**src/irqfe_map.vh**
```
`ifndef IRQFE_MAP_VH
`define IRQFE_MAP_VH

// byte offsets on the register bus, one aligned 32-bit word each
`define IRQFE_OFF_FLAGS_0     6'h00
`define IRQFE_OFF_FLAGS_1     6'h04
`define IRQFE_OFF_FLAGS_2     6'h08
`define IRQFE_OFF_FLAGS_3     6'h0c
`define IRQFE_OFF_FLAGS_4     6'h10
`define IRQFE_OFF_ENABLES_0   6'h14
`define IRQFE_OFF_IRQ_STATUS  6'h18
`define IRQFE_OFF_IRQ_MASK    6'h1c

// widths
`define IRQFE_REG_W           16
`define IRQFE_FLAGS0_W        3
`define IRQFE_EVT_W           5

// implemented bits of each register
`define IRQFE_IMPL_FLAGS_0    16'h0007
`define IRQFE_IMPL_FLAGS_1    16'hffdf
`define IRQFE_IMPL_FLAGS_2    16'h601f
`define IRQFE_IMPL_FLAGS_3    16'hfe00
`define IRQFE_IMPL_FLAGS_4    16'hce7e
`define IRQFE_IMPL_ENABLES_0  16'h7fff

// reset values
`define IRQFE_RST_REG         16'h0000
`define IRQFE_RST_EVT         5'h00

// field positions of flags 0 low bits
`define IRQFE_BIT_EXT_IRQ0    0
`define IRQFE_BIT_IN_CAP1     1
`define IRQFE_BIT_OUT_CMP1    2

// event bits of the interrupt status register
`define IRQFE_EVT_FLAGS_0     0
`define IRQFE_EVT_FLAGS_1     1
`define IRQFE_EVT_FLAGS_2     2
`define IRQFE_EVT_FLAGS_3     3
`define IRQFE_EVT_FLAGS_4     4

`endif

```
**src/irqfe_sync.v**
```verilog
module irqfe_sync #(
  parameter WIDTH = 1
) (
  input  wire             mclk_in,
  input  wire             rst_b_in,
  input  wire [WIDTH-1:0] d_in,
  output wire [WIDTH-1:0] q_out
);

  reg [WIDTH-1:0] meta_reg;
  reg [WIDTH-1:0] sync_reg;

  // first stage feeds only the second stage
  always @(posedge mclk_in or negedge rst_b_in) begin
    if (!rst_b_in) begin
      meta_reg <= {WIDTH{1'b0}};
      sync_reg <= {WIDTH{1'b0}};
    end else begin
      meta_reg <= d_in;
      sync_reg <= meta_reg;
    end
  end

  assign q_out = sync_reg;

endmodule // irqfe_sync

```
**src/irqfe_reg.v**
```verilog
module irqfe_reg #(
  parameter             WIDTH     = 16,
  parameter [WIDTH-1:0] IMPL_MASK = {WIDTH{1'b1}}
) (
  input  wire             mclk_in,
  input  wire             rst_b_in,
  input  wire [WIDTH-1:0] wr_mask_in,
  input  wire [WIDTH-1:0] wr_data_in,
  input  wire [WIDTH-1:0] hw_set_in,
  output wire [WIDTH-1:0] value_out
);

  genvar i;
  generate
    for (i = 0; i < WIDTH; i = i + 1) begin : g_bit
      if (IMPL_MASK[i]) begin : g_impl
        reg bit_reg;
        // hardware set beats a software write of zero
        always @(posedge mclk_in or negedge rst_b_in) begin
          if (!rst_b_in) begin
            bit_reg <= 1'b0;
          end else begin
            bit_reg <= hw_set_in[i] | (wr_mask_in[i] ? wr_data_in[i] : bit_reg);
          end
        end
        assign value_out[i] = bit_reg;
      end else begin : g_unimpl
        // no storage: reads zero, writes fall away
        assign value_out[i] = 1'b0;
      end
    end
  endgenerate

endmodule // irqfe_reg

```
**src/irqfe_bank.v**
```verilog
// Added by the designer: the Avalon-MM register port and the register offsets.
`include "irqfe_map.vh"

// Overview of operation
// - flag reads 1 once its source requested
// - enable bit 1 permits, 0 blocks request (only bits 2-0 used; bits 14-3 gate nothing)
// - unimplemented bits read zero, ignore writes
// - power-on reset clears all flags, enables
// - software reads and writes every implemented bit
// - flags 0: out compare1, capture1, ext irq0
// - flags 1 upper byte source assignment
// - flags 1 lower byte, bit 5 unimplemented
// - flags 2: bits 14,13 and 4-0 only
// - flags 3: bits 15-9 only
// - flags 4: bits 15,14,11-9,6-1 only
// - enables 0: bits 14-0, bit 15 unimplemented
module irqfe_bank (
  input  wire                         mclk_in,
  input  wire                         rst_b_in,
  input  wire [5:0]                   avs_address_in,
  input  wire                         avs_read_in,
  input  wire                         avs_write_in,
  input  wire [31:0]                  avs_writedata_in,
  input  wire [3:0]                   avs_byteenable_in,
  output wire [31:0]                  avs_readdata_out,
  output wire                         avs_waitrequest_out,
  output wire                         irq_out,
  input  wire [`IRQFE_FLAGS0_W-1:0]   src_flags0_req_in,
  input  wire [`IRQFE_REG_W-1:0]      src_flags1_req_in,
  input  wire [`IRQFE_REG_W-1:0]      src_flags2_req_in,
  input  wire [`IRQFE_REG_W-1:0]      src_flags3_req_in,
  input  wire [`IRQFE_REG_W-1:0]      src_flags4_req_in,
  output wire [`IRQFE_REG_W-1:0]      irq_flags_0_out,
  output wire [`IRQFE_REG_W-1:0]      irq_flags_1_out,
  output wire [`IRQFE_REG_W-1:0]      irq_flags_2_out,
  output wire [`IRQFE_REG_W-1:0]      irq_flags_3_out,
  output wire [`IRQFE_REG_W-1:0]      irq_flags_4_out,
  output wire [`IRQFE_REG_W-1:0]      irq_enables_0_out,
  output wire [`IRQFE_FLAGS0_W-1:0]   flags0_request_out
);

  localparam REQ_W = `IRQFE_FLAGS0_W + 4 * `IRQFE_REG_W;

  // request lines: synchronised, then rising edge makes a set pulse
  wire [REQ_W-1:0]             req_raw;
  wire [REQ_W-1:0]             req_sync;
  reg  [REQ_W-1:0]             req_prev_reg;
  wire [REQ_W-1:0]             req_rise;

  wire [`IRQFE_REG_W-1:0]      set_flags_0;
  wire [`IRQFE_REG_W-1:0]      set_flags_1;
  wire [`IRQFE_REG_W-1:0]      set_flags_2;
  wire [`IRQFE_REG_W-1:0]      set_flags_3;
  wire [`IRQFE_REG_W-1:0]      set_flags_4;

  // bus side
  reg                          waitreq_reg;
  reg  [31:0]                  readdata_reg;
  reg  [31:0]                  readdata_next;
  wire                         bus_req;
  wire                         bus_take;
  wire                         wr_take;
  wire                         rd_take;
  wire [`IRQFE_REG_W-1:0]      lane_mask;

  wire                         hit_flags_0;
  wire                         hit_flags_1;
  wire                         hit_flags_2;
  wire                         hit_flags_3;
  wire                         hit_flags_4;
  wire                         hit_enables_0;
  wire                         hit_irq_status;
  wire                         hit_irq_mask;

  wire [`IRQFE_REG_W-1:0]      flags_0_val;
  wire [`IRQFE_REG_W-1:0]      flags_1_val;
  wire [`IRQFE_REG_W-1:0]      flags_2_val;
  wire [`IRQFE_REG_W-1:0]      flags_3_val;
  wire [`IRQFE_REG_W-1:0]      flags_4_val;
  wire [`IRQFE_REG_W-1:0]      enables_0_val;

  // block interrupt
  reg  [`IRQFE_EVT_W-1:0]      irq_status_reg;
  reg  [`IRQFE_EVT_W-1:0]      irq_status_next;
  reg  [`IRQFE_EVT_W-1:0]      irq_mask_reg;
  reg  [`IRQFE_EVT_W-1:0]      irq_mask_next;
  reg                          irq_reg;
  wire [`IRQFE_EVT_W-1:0]      evt_set;

  reg  [`IRQFE_FLAGS0_W-1:0]   request_reg;

  assign req_raw = {src_flags4_req_in, src_flags3_req_in, src_flags2_req_in,
                    src_flags1_req_in, src_flags0_req_in};

  irqfe_sync #(
    .WIDTH (REQ_W)
  ) u_req_sync (
    .mclk_in  (mclk_in),
    .rst_b_in (rst_b_in),
    .d_in     (req_raw),
    .q_out    (req_sync)
  );

  always @(posedge mclk_in or negedge rst_b_in) begin
    if (!rst_b_in) begin
      req_prev_reg <= {REQ_W{1'b0}};
    end else begin
      req_prev_reg <= req_sync;
    end
  end

  // a held request line sets its flag once; software may clear it after
  assign req_rise = req_sync & ~req_prev_reg;

  assign set_flags_0 = {13'h0000, req_rise[`IRQFE_FLAGS0_W-1:0]};
  assign set_flags_1 = req_rise[`IRQFE_FLAGS0_W +: `IRQFE_REG_W];
  assign set_flags_2 = req_rise[`IRQFE_FLAGS0_W + `IRQFE_REG_W +: `IRQFE_REG_W];
  assign set_flags_3 = req_rise[`IRQFE_FLAGS0_W + 2 * `IRQFE_REG_W +: `IRQFE_REG_W];
  assign set_flags_4 = req_rise[`IRQFE_FLAGS0_W + 3 * `IRQFE_REG_W +: `IRQFE_REG_W];

  // one wait state: waitrequest drops for one cycle, the taking edge follows
  assign bus_req  = avs_read_in | avs_write_in;
  assign bus_take = bus_req & ~waitreq_reg;
  assign wr_take  = avs_write_in & ~waitreq_reg;
  assign rd_take  = avs_read_in & ~waitreq_reg;

  always @(posedge mclk_in or negedge rst_b_in) begin
    if (!rst_b_in) begin
      waitreq_reg <= 1'b1;
    end else begin
      waitreq_reg <= ~(bus_req & waitreq_reg);
    end
  end

  assign hit_flags_0    = (avs_address_in == `IRQFE_OFF_FLAGS_0);
  assign hit_flags_1    = (avs_address_in == `IRQFE_OFF_FLAGS_1);
  assign hit_flags_2    = (avs_address_in == `IRQFE_OFF_FLAGS_2);
  assign hit_flags_3    = (avs_address_in == `IRQFE_OFF_FLAGS_3);
  assign hit_flags_4    = (avs_address_in == `IRQFE_OFF_FLAGS_4);
  assign hit_enables_0  = (avs_address_in == `IRQFE_OFF_ENABLES_0);
  assign hit_irq_status = (avs_address_in == `IRQFE_OFF_IRQ_STATUS);
  assign hit_irq_mask   = (avs_address_in == `IRQFE_OFF_IRQ_MASK);

  // upper byte lanes carry no storage
  assign lane_mask = {{8{avs_byteenable_in[1] & wr_take}},
                      {8{avs_byteenable_in[0] & wr_take}}};

  irqfe_reg #(
    .WIDTH     (`IRQFE_REG_W),
    .IMPL_MASK (`IRQFE_IMPL_FLAGS_0)
  ) u_flags_0 (
    .mclk_in    (mclk_in),
    .rst_b_in   (rst_b_in),
    .wr_mask_in (lane_mask & {`IRQFE_REG_W{hit_flags_0}}),
    .wr_data_in (avs_writedata_in[`IRQFE_REG_W-1:0]),
    .hw_set_in  (set_flags_0),
    .value_out  (flags_0_val)
  );

  irqfe_reg #(
    .WIDTH     (`IRQFE_REG_W),
    .IMPL_MASK (`IRQFE_IMPL_FLAGS_1)
  ) u_flags_1 (
    .mclk_in    (mclk_in),
    .rst_b_in   (rst_b_in),
    .wr_mask_in (lane_mask & {`IRQFE_REG_W{hit_flags_1}}),
    .wr_data_in (avs_writedata_in[`IRQFE_REG_W-1:0]),
    .hw_set_in  (set_flags_1),
    .value_out  (flags_1_val)
  );

  irqfe_reg #(
    .WIDTH     (`IRQFE_REG_W),
    .IMPL_MASK (`IRQFE_IMPL_FLAGS_2)
  ) u_flags_2 (
    .mclk_in    (mclk_in),
    .rst_b_in   (rst_b_in),
    .wr_mask_in (lane_mask & {`IRQFE_REG_W{hit_flags_2}}),
    .wr_data_in (avs_writedata_in[`IRQFE_REG_W-1:0]),
    .hw_set_in  (set_flags_2),
    .value_out  (flags_2_val)
  );

  irqfe_reg #(
    .WIDTH     (`IRQFE_REG_W),
    .IMPL_MASK (`IRQFE_IMPL_FLAGS_3)
  ) u_flags_3 (
    .mclk_in    (mclk_in),
    .rst_b_in   (rst_b_in),
    .wr_mask_in (lane_mask & {`IRQFE_REG_W{hit_flags_3}}),
    .wr_data_in (avs_writedata_in[`IRQFE_REG_W-1:0]),
    .hw_set_in  (set_flags_3),
    .value_out  (flags_3_val)
  );

  irqfe_reg #(
    .WIDTH     (`IRQFE_REG_W),
    .IMPL_MASK (`IRQFE_IMPL_FLAGS_4)
  ) u_flags_4 (
    .mclk_in    (mclk_in),
    .rst_b_in   (rst_b_in),
    .wr_mask_in (lane_mask & {`IRQFE_REG_W{hit_flags_4}}),
    .wr_data_in (avs_writedata_in[`IRQFE_REG_W-1:0]),
    .hw_set_in  (set_flags_4),
    .value_out  (flags_4_val)
  );

  // enables have no hardware setter
  irqfe_reg #(
    .WIDTH     (`IRQFE_REG_W),
    .IMPL_MASK (`IRQFE_IMPL_ENABLES_0)
  ) u_enables_0 (
    .mclk_in    (mclk_in),
    .rst_b_in   (rst_b_in),
    .wr_mask_in (lane_mask & {`IRQFE_REG_W{hit_enables_0}}),
    .wr_data_in (avs_writedata_in[`IRQFE_REG_W-1:0]),
    .hw_set_in  (`IRQFE_RST_REG),
    .value_out  (enables_0_val)
  );

  // read data is captured when waitrequest drops and held to the taking edge
  always @* begin
    readdata_next = 32'h0000_0000;
    case (avs_address_in)
      `IRQFE_OFF_FLAGS_0:    readdata_next = {16'h0000, flags_0_val};
      `IRQFE_OFF_FLAGS_1:    readdata_next = {16'h0000, flags_1_val};
      `IRQFE_OFF_FLAGS_2:    readdata_next = {16'h0000, flags_2_val};
      `IRQFE_OFF_FLAGS_3:    readdata_next = {16'h0000, flags_3_val};
      `IRQFE_OFF_FLAGS_4:    readdata_next = {16'h0000, flags_4_val};
      `IRQFE_OFF_ENABLES_0:  readdata_next = {16'h0000, enables_0_val};
      `IRQFE_OFF_IRQ_STATUS: readdata_next = {27'h000_0000, irq_status_reg};
      `IRQFE_OFF_IRQ_MASK:   readdata_next = {27'h000_0000, irq_mask_reg};
      default:               readdata_next = 32'h0000_0000;
    endcase
  end

  always @(posedge mclk_in or negedge rst_b_in) begin
    if (!rst_b_in) begin
      readdata_reg <= 32'h0000_0000;
    end else if (bus_req & waitreq_reg) begin
      readdata_reg <= readdata_next;
    end
  end

  // one status bit per flag register, set by a new hardware request to any implemented bit of it
  assign evt_set[`IRQFE_EVT_FLAGS_0] = |(set_flags_0 & `IRQFE_IMPL_FLAGS_0);
  assign evt_set[`IRQFE_EVT_FLAGS_1] = |(set_flags_1 & `IRQFE_IMPL_FLAGS_1);
  assign evt_set[`IRQFE_EVT_FLAGS_2] = |(set_flags_2 & `IRQFE_IMPL_FLAGS_2);
  assign evt_set[`IRQFE_EVT_FLAGS_3] = |(set_flags_3 & `IRQFE_IMPL_FLAGS_3);
  assign evt_set[`IRQFE_EVT_FLAGS_4] = |(set_flags_4 & `IRQFE_IMPL_FLAGS_4);

  // clear only what the read returned, so an event arriving mid-read survives
  always @* begin
    irq_status_next = irq_status_reg;
    if (rd_take & hit_irq_status) begin
      irq_status_next = irq_status_reg & ~readdata_reg[`IRQFE_EVT_W-1:0];
    end
    irq_status_next = irq_status_next | evt_set;
  end

  always @* begin
    irq_mask_next = irq_mask_reg;
    if (wr_take & hit_irq_mask & avs_byteenable_in[0]) begin
      irq_mask_next = avs_writedata_in[`IRQFE_EVT_W-1:0];
    end
  end

  always @(posedge mclk_in or negedge rst_b_in) begin
    if (!rst_b_in) begin
      irq_status_reg <= `IRQFE_RST_EVT;
      irq_mask_reg   <= `IRQFE_RST_EVT;
      irq_reg        <= 1'b0;
    end else begin
      irq_status_reg <= irq_status_next;
      irq_mask_reg   <= irq_mask_next;
      irq_reg        <= |(irq_status_reg & irq_mask_reg);
    end
  end

  // registered to keep the output glitch free; costs one cycle of latency
  always @(posedge mclk_in or negedge rst_b_in) begin
    if (!rst_b_in) begin
      request_reg <= {`IRQFE_FLAGS0_W{1'b0}};
    end else begin
      request_reg <= flags_0_val[`IRQFE_FLAGS0_W-1:0]
                   & enables_0_val[`IRQFE_FLAGS0_W-1:0];
    end
  end

  assign avs_readdata_out    = readdata_reg;
  assign avs_waitrequest_out = waitreq_reg;
  assign irq_out             = irq_reg;
  assign irq_flags_0_out     = flags_0_val;
  assign irq_flags_1_out     = flags_1_val;
  assign irq_flags_2_out     = flags_2_val;
  assign irq_flags_3_out     = flags_3_val;
  assign irq_flags_4_out     = flags_4_val;
  assign irq_enables_0_out   = enables_0_val;
  assign flags0_request_out  = request_reg;

endmodule // irqfe_bank

```
**config.mk**
```make
export PLATFORM = sky130hd
export DESIGN_NAME = irqfe_bank
export DESIGN_NICKNAME = d
export VERILOG_FILES = /design/src/irqfe_sync.v /design/src/irqfe_reg.v /design/src/irqfe_bank.v
export VERILOG_INCLUDE_DIRS = /design/src
export SDC_FILE = /design/constraint.sdc
export NUM_CORES = 1
export LEC_CHECK = 0
export ABC_CLOCK_PERIOD_IN_PS = 4900
export BUFFER_PORTS_ARGS = -buffer_cell sky130_fd_sc_hd__buf_2
export CAP_MARGIN = 25
export CORE_MARGIN = 5
export CORE_UTILIZATION = 56
export DETAILED_ROUTE_END_ITERATION = 8
export GPL_ROUTABILITY_DRIVEN = 0
export PLACE_DENSITY = 0.93
export SLEW_MARGIN = 20
export SYNTH_ARGS = -nofsm -noshare
export SYNTH_HDL_FRONTEND = slang
export SYNTH_SLANG_ARGS = --single-unit
export TNS_END_PERCENT = 10
```
**constraint.sdc**
```tcl
create_clock -name mclk_in -period 4.9 [get_ports mclk_in]
set_clock_uncertainty 0.1 [all_clocks]
set_input_delay 0.98 -clock mclk_in [delete_from_list [all_inputs] [get_ports mclk_in]]
set_output_delay 0.98 -clock mclk_in [all_outputs]
set_load 0.02 [all_outputs]
```
# --- After elaboration in Yosys (flattened, before gate mapping) ---
# Cells that the tools add are included.
totals:
  mem_bits_ro: 0
  latchBits: 0
  n_memories: 0
  regBits: 306
  ram_bits: 0
op_classes:
  shift: 0
  mux: 45
  addsub: 0
  reduce_logical: 7
  eq_ne: 7
  div: 0
  bitwise_logic: 67
  order_cmp: 0
  n_mul: 0
op_table:
  columns: ["op", "count"]
  rows:
  - ["$pmux W16 S8", 1]
  - ["$and A67 B67 Y67", 1]
  - ["$not A67 Y67", 1]
  - ["$and A16 B16 Y16", 3]
  - ["$or A1 B1 Y1", 44]
  - ["$mux W1", 43]
  - ["$and A15 B15 Y15", 2]
  - ["$eq A6 B5 Y1 const B", 4]
  - ["$reduce_or A15 Y1", 1]
  - ["$reduce_or A7 Y1", 2]
  - ["$eq A6 B4 Y1 const B", 2]
  - ["$reduce_or A11 Y1", 1]
  - ["$and A5 B5 Y5", 2]
  - ["$and A1 B1 Y1", 8]
  - ["$and A3 B3 Y3", 2]
  - ["$eq A6 B3 Y1 const B", 1]
  - ["$logic_not A6 Y1", 1]
  - ["$mux W5", 1]
  - ["$not A5 Y5", 1]
  - ["$or A5 B5 Y5", 1]
  - ["$reduce_or A5 Y1", 1]
  - ["$reduce_or A3 Y1", 1]
  - ["$not A1 Y1", 2]

# --- Longest topological paths before layout ---
logic_depth:
  ltp_word: 6
  mapped_depth: 6
  depth_no_buf: 4

# --- Hierarchy ---
# A second synthesis with hierarchy kept.
hier_totals:
  cells_unflattened: 791
  hier_area_um2: 10881.7
modules_own_cells:
  columns: ["module", "seq_area_each_um2", "cells_per_inst", "area_per_inst_um2", "n_inst"]
  rows:
  - ["irqfe_bank", 2453.6, 381, 4463.0, 1]
  - ["irqfe_sync", 3353.2, 134, 3353.2, 1]
  - ["irqfe_reg (u_enables_0 ...)", 375.4, 62, 724.4, 2]
  - ["irqfe_reg (u_flags_2 ...)", 175.2, 38, 404.1, 2]
  - ["irqfe_reg (u_flags_4)", 275.3, 50, 564.3, 1]
  - ["irqfe_reg (u_flags_0)", 75.1, 26, 244.0, 1]

# --- Worst setup path after synthesis ---
# OpenSTA, ideal clock, no wires.
synth_timing:
  path_type: "input to register"
  startpoint: "in avs_address_in[3]"
  endpoint: "reg irq_mask_reg[0]"
  arrival_time_ns: 2.228
  required_time_ns: 4.675
  stages: 5
  path_slack_ns: 2.447
  cell_sequence: "buf_2 -> clkbuf_1 -> nand3_1 -> nor2_1 -> mux2_2"
synth_between:
  elab_chain_cells: 3
synth_rtl:
  columns: ["element", "line_no", "source"]
  rows:
  - ["start, declared", "irqfe_bank.v:20", "input wire [5:0] avs_address_in,"]
  - ["$eq A6 B5 Y1", null, null]
  - ["$and A1 B1 Y1 (2 in series)", "irqfe_bank.v:263", "if (wr_take & hit_irq_mask & avs_byteenable_in[0]) begin"]
  - ["end signal, assigned", "irqfe_bank.v:271", "irq_mask_reg <= `IRQFE_RST_EVT;"]
  - ["end signal, assigned", "irqfe_bank.v:275", "irq_mask_reg <= irq_mask_next;"]
  - ["end, declared", "irqfe_bank.v:85", "reg [`IRQFE_EVT_W-1:0] irq_mask_reg;"]
# Every way passes these cells.
# A chain may end at the register's enable or synchronous reset.

# --- Worst setup path in the final report ---
layout_timing:
  startpoint: "in avs_address_in[4]"
  endpoint: "reg readdata_reg[15] (netlist: avs_readdata_out[15])"
layout_between:
  elab_chain_cells: 2
layout_rtl:
  columns: ["element", "line_no", "source"]
  rows:
  - ["$eq A6 B5 Y1, or another cell as far along", "irqfe_bank.v:224", "case (avs_address_in)"]
  - ["$pmux W16 S8 *", "irqfe_bank.v:224", null]
  - ["end signal, assigned", "irqfe_bank.v:241", "readdata_reg <= readdata_next;"]
  - ["end, declared", "irqfe_bank.v:58", "reg [31:0] readdata_reg;"]
# Mark *: on every way between the ends. The rest lies on a longest branch, timed or not.

==> flow_summary.ini <==
[critical_path]
cp.arrival_ns = 3.11
path_class = in2reg
setup.worst_path.start_class = input pin
cp_max_fo = 21
worstSetupEndpointType = register
worstPathRequired_ns = 5.21

[floorplanning]
floorplan.die.height_um = 133.6
die-area_um2 = 17840
fp-row-count = 45
die_width_um = 133.6
area_of_the_core_region_um2 = 15090
io_pins = 246
initial_cell_density_of_the_core_pct = 56.67

[flow_run]
drv_cap = 0

[detailed_routing]
total_routed_length_mm = 20.69
final_antenna_net_count = 0
via_per_inst = 5.672
detail_route.drc_violations = 0
drt_first_iter_violations = 657
detailedRoute.firstPassIterationCount = 7
detailroute.via_count = 5439
drt-wirelength-per-cell_um = 21.57

[cts]
worst_skew_pair.late_latency_ns = 0.50
post_cts_hold_buffer_count = 0
postCtsSetupRepairBufs = 0
worst_setup_hold_path_clk_slew_ns = 0.06
cts_inserted_buffers = 21
clock_path_buffers = 3
cts_tree = yes
clock_sinks = 218
cts-root-buf = sky130_fd_sc_hd__clkbuf_16
post_cts_resized = 0
cts_max_level = 1

[timing]
rsz0062_at_grt = no
fin_ws_ns = 2.105
timing.slew.headroom_pct = 36.42
worst_slew_pin_slew_ns = 0.9450
worst_hold_slack_ns = 0.2447
setup_tns_ns = 0
finalCritPeriodShare_pct = 57.04
maxSlewViolCount = 0
setup_viol_count_final = 0
fin_crit_ns = 2.795
clock.fmax_ghz = 0.3578
finalHoldViolations = 0

[pwr]
largest_vdd_supply_drop_v = 0.0003131
internal-power_uw = 2925
portion_of_total_power_attributed_to_sequential_cells_pct = 50.2
power.total_uw = 3801
power.leakage_uw = 0.004625
power.clock.fraction_pct = 42.6
combPwrFrac_pct = 7.1
power.share.switching_pct = 23.04
p_switching_uw = 875.6
cell_pwr_density_nw_per_um2 = 395.6

[yosys]
ys_top_cells_by_area = sky130_fd_sc_hd__dfrtp_1, sky130_fd_sc_hd__buf_4, sky130_fd_sc_hd__mux2i_1, sky130_fd_sc_hd__nand3_1, sky130_fd_sc_hd__nand2b_1
synth_area_per_cell_um2 = 13.01
synth_top_cell_by_area = sky130_fd_sc_hd__dfrtp_1
synthesis.yosys.warnings = 0
mappedNetlistArea_um2 = 8551
yosys.cell_types.count = 54
post_synth_inst_count = 657
seq_area_frac_synth_pct = 63.81
number_of_enable_flip_flop_cells_after_synthesis = 0
synth_async_sr_flop_share_pct = 100.0
synth_top_area_share_pct = 63.51
yosys_register_bits = 218
postSynth.topFlopCell = sky130_fd_sc_hd__dfrtp_1

[cells_and_area]
flow.area_growth_from_synthesis_pct = 12.35
final_nets = 871
drive_above_1_share_pct = 29.05
fillCellCount = 1071
insertedDiodeCount = 0

[outcome]
status = finished, final reports clean

[grt]
grt.overflow.total = 0
first_global_vias = 5645
grt_start_max_net_pins = 133
grt_usage_pct = 22.68
number_of_antenna_violations_at_the_first_check_in_global_routing = 2
grt_first_pass_wirelength_mm = 31.68

[placed_design]
preCtsSetupSlack_ns = 1.724
dpl.hpwl_mm = 14.01
numPortBuffers = 149

[min_path]
tightest_hold_check_type = reg2reg
[cell usage after synthesis, types with 5 or more instances]
| library cell | count |
|---|---|
| sky130_fd_sc_hd__a211o_1 | 9 |
| sky130_fd_sc_hd__a21oi_1 | 20 |
| sky130_fd_sc_hd__a22oi_1 | 9 |
| sky130_fd_sc_hd__and3_1 | 7 |
| sky130_fd_sc_hd__buf_4 | 114 |
| sky130_fd_sc_hd__clkbuf_1 | 11 |
| sky130_fd_sc_hd__dfrtp_1 | 217 |
| sky130_fd_sc_hd__inv_1 | 6 |
| sky130_fd_sc_hd__mux2_1 | 7 |
| sky130_fd_sc_hd__mux2_2 | 12 |
| sky130_fd_sc_hd__mux2_4 | 8 |
| sky130_fd_sc_hd__mux2i_1 | 28 |
| sky130_fd_sc_hd__nand2_1 | 49 |
| sky130_fd_sc_hd__nand2b_1 | 33 |
| sky130_fd_sc_hd__nand3_1 | 44 |
| sky130_fd_sc_hd__nand4_1 | 6 |
| sky130_fd_sc_hd__nor2_1 | 5 |
| sky130_fd_sc_hd__nor2b_1 | 9 |
| sky130_fd_sc_hd__o21ai_0 | 12 |
[power groups by stage]
stage	Sequential [uW]	Clock (uW)	Combinational, uW
after floorplan	1940	0	173
after global placement	1930	0	256
after detailed placement	1940	0	261
after CTS	1910	1640	265
after global routing	1920	1720	291
final	1910	1620	270
[routing by layer]
metal | wire length, um | vias to the layer above | GRT usage, %
met5 | 19 | - | 0
met2 | 9263 | 412 | 33.92
li1 | - | 2313 | -
met1 | 7664 | 2622 | 29.81
met4 | 1146 | 4 | 11.89
met3 | 2594 | 88 | 7.402
[metrics by stage]
step,utilization (%),std cells,cell area [um^2]
2_1_floorplan,-,710,8750
3_3_place_gp,58.78,922,8870
3_5_place_dp,58.78,922,8870
4_1_cts,63.48,958,9579
5_1_grt,63.67,959,9607
6_report,63.67,959,9607
[layout make-up]
cell class                 instances  area (um^2)  share of cell area, %
clock buffer                      31        653.1                  6.799
clock inverter                     5        56.30                 0.5861
inverter                           6        22.52                 0.2344
multi-input combinational        357         2359                  24.55
sequential                       218         5456                  56.80
tap                              188        235.2                  2.449
timing repair buffer             154        824.5                  8.583
[final timing paths]
kind | from | to | slack, ns | depth (start not counted)
max in group asynchronous | rst_b_in | u_flags_2.g_bit[1].g_impl.bit_reg$_DFF_PN0_ | 3.55 | 2
hold / removal | u_req_sync.meta_reg[46]$_DFF_PN0_ | u_req_sync.q_out[46]$_DFF_PN0_ | 0.24 | 0
min in group asynchronous | rst_b_in | u_req_sync.q_out[44]$_DFF_PN0_ | 0.34 | 1
setup / recovery | avs_address_in[4] | avs_readdata_out[15]$_DFFE_PN0P_ | 2.10 | 5
hold reg to reg | u_req_sync.meta_reg[46]$_DFF_PN0_ | u_req_sync.q_out[46]$_DFF_PN0_ | 0.24 | 0
setup reg to reg | avs_waitrequest_out$_DFF_PN1_ | u_flags_1.g_bit[3].g_impl.bit_reg$_DFF_PN0_ | 2.43 | 4
[kinds of logic (layout without fill, tap and decap cells)]
family,after synthesis,count (layout),synth area share (%)
buffers and inverters,135,196,10.97
DFF,218,218,63.81
and+or+nand+nor,175,175,11.85
AOI/OAI and AO/OA,72,72,5.868
other,1,54,0.04386
muxes,56,56,7.448
[placed cells by master, fill, tap and decap left out, drive strengths merged, types with 2 or more instances in the layout]
| master | n |
|---|---|
| dfrtp | 217 |
| buf | 153 |
| conb | 54 |
| nand2 | 51 |
| nand3 | 45 |
| nand2b | 33 |
| clkbuf | 32 |
| mux2i | 28 |
| mux2 | 27 |
| a21oi | 20 |
| o21ai | 12 |
| nor2b | 9 |
| a211o | 9 |
| a22oi | 9 |
| and3 | 7 |
| nand4 | 7 |
| inv | 7 |
| nor2 | 6 |
| and2 | 4 |
| o211ai | 3 |
| a32o | 3 |
| nor4 | 3 |
| o221ai | 2 |
| a2111o | 2 |
| and3b | 2 |
| nand3b | 2 |
| a221o | 2 |
| a221oi | 2 |
| clkinv | 2 |
| nor4b | 2 |
[worst max-delay path, cell delays in order]
cell and delay, ns:
sky130_fd_sc_hd__buf_2 0.41, sky130_fd_sc_hd__or4b_4 0.60, sky130_fd_sc_hd__nor3_4 0.65, sky130_fd_sc_hd__a22oi_1 0.27
sky130_fd_sc_hd__o21ai_0 0.18
Note: power is estimated with default switching activity, not from simulation.
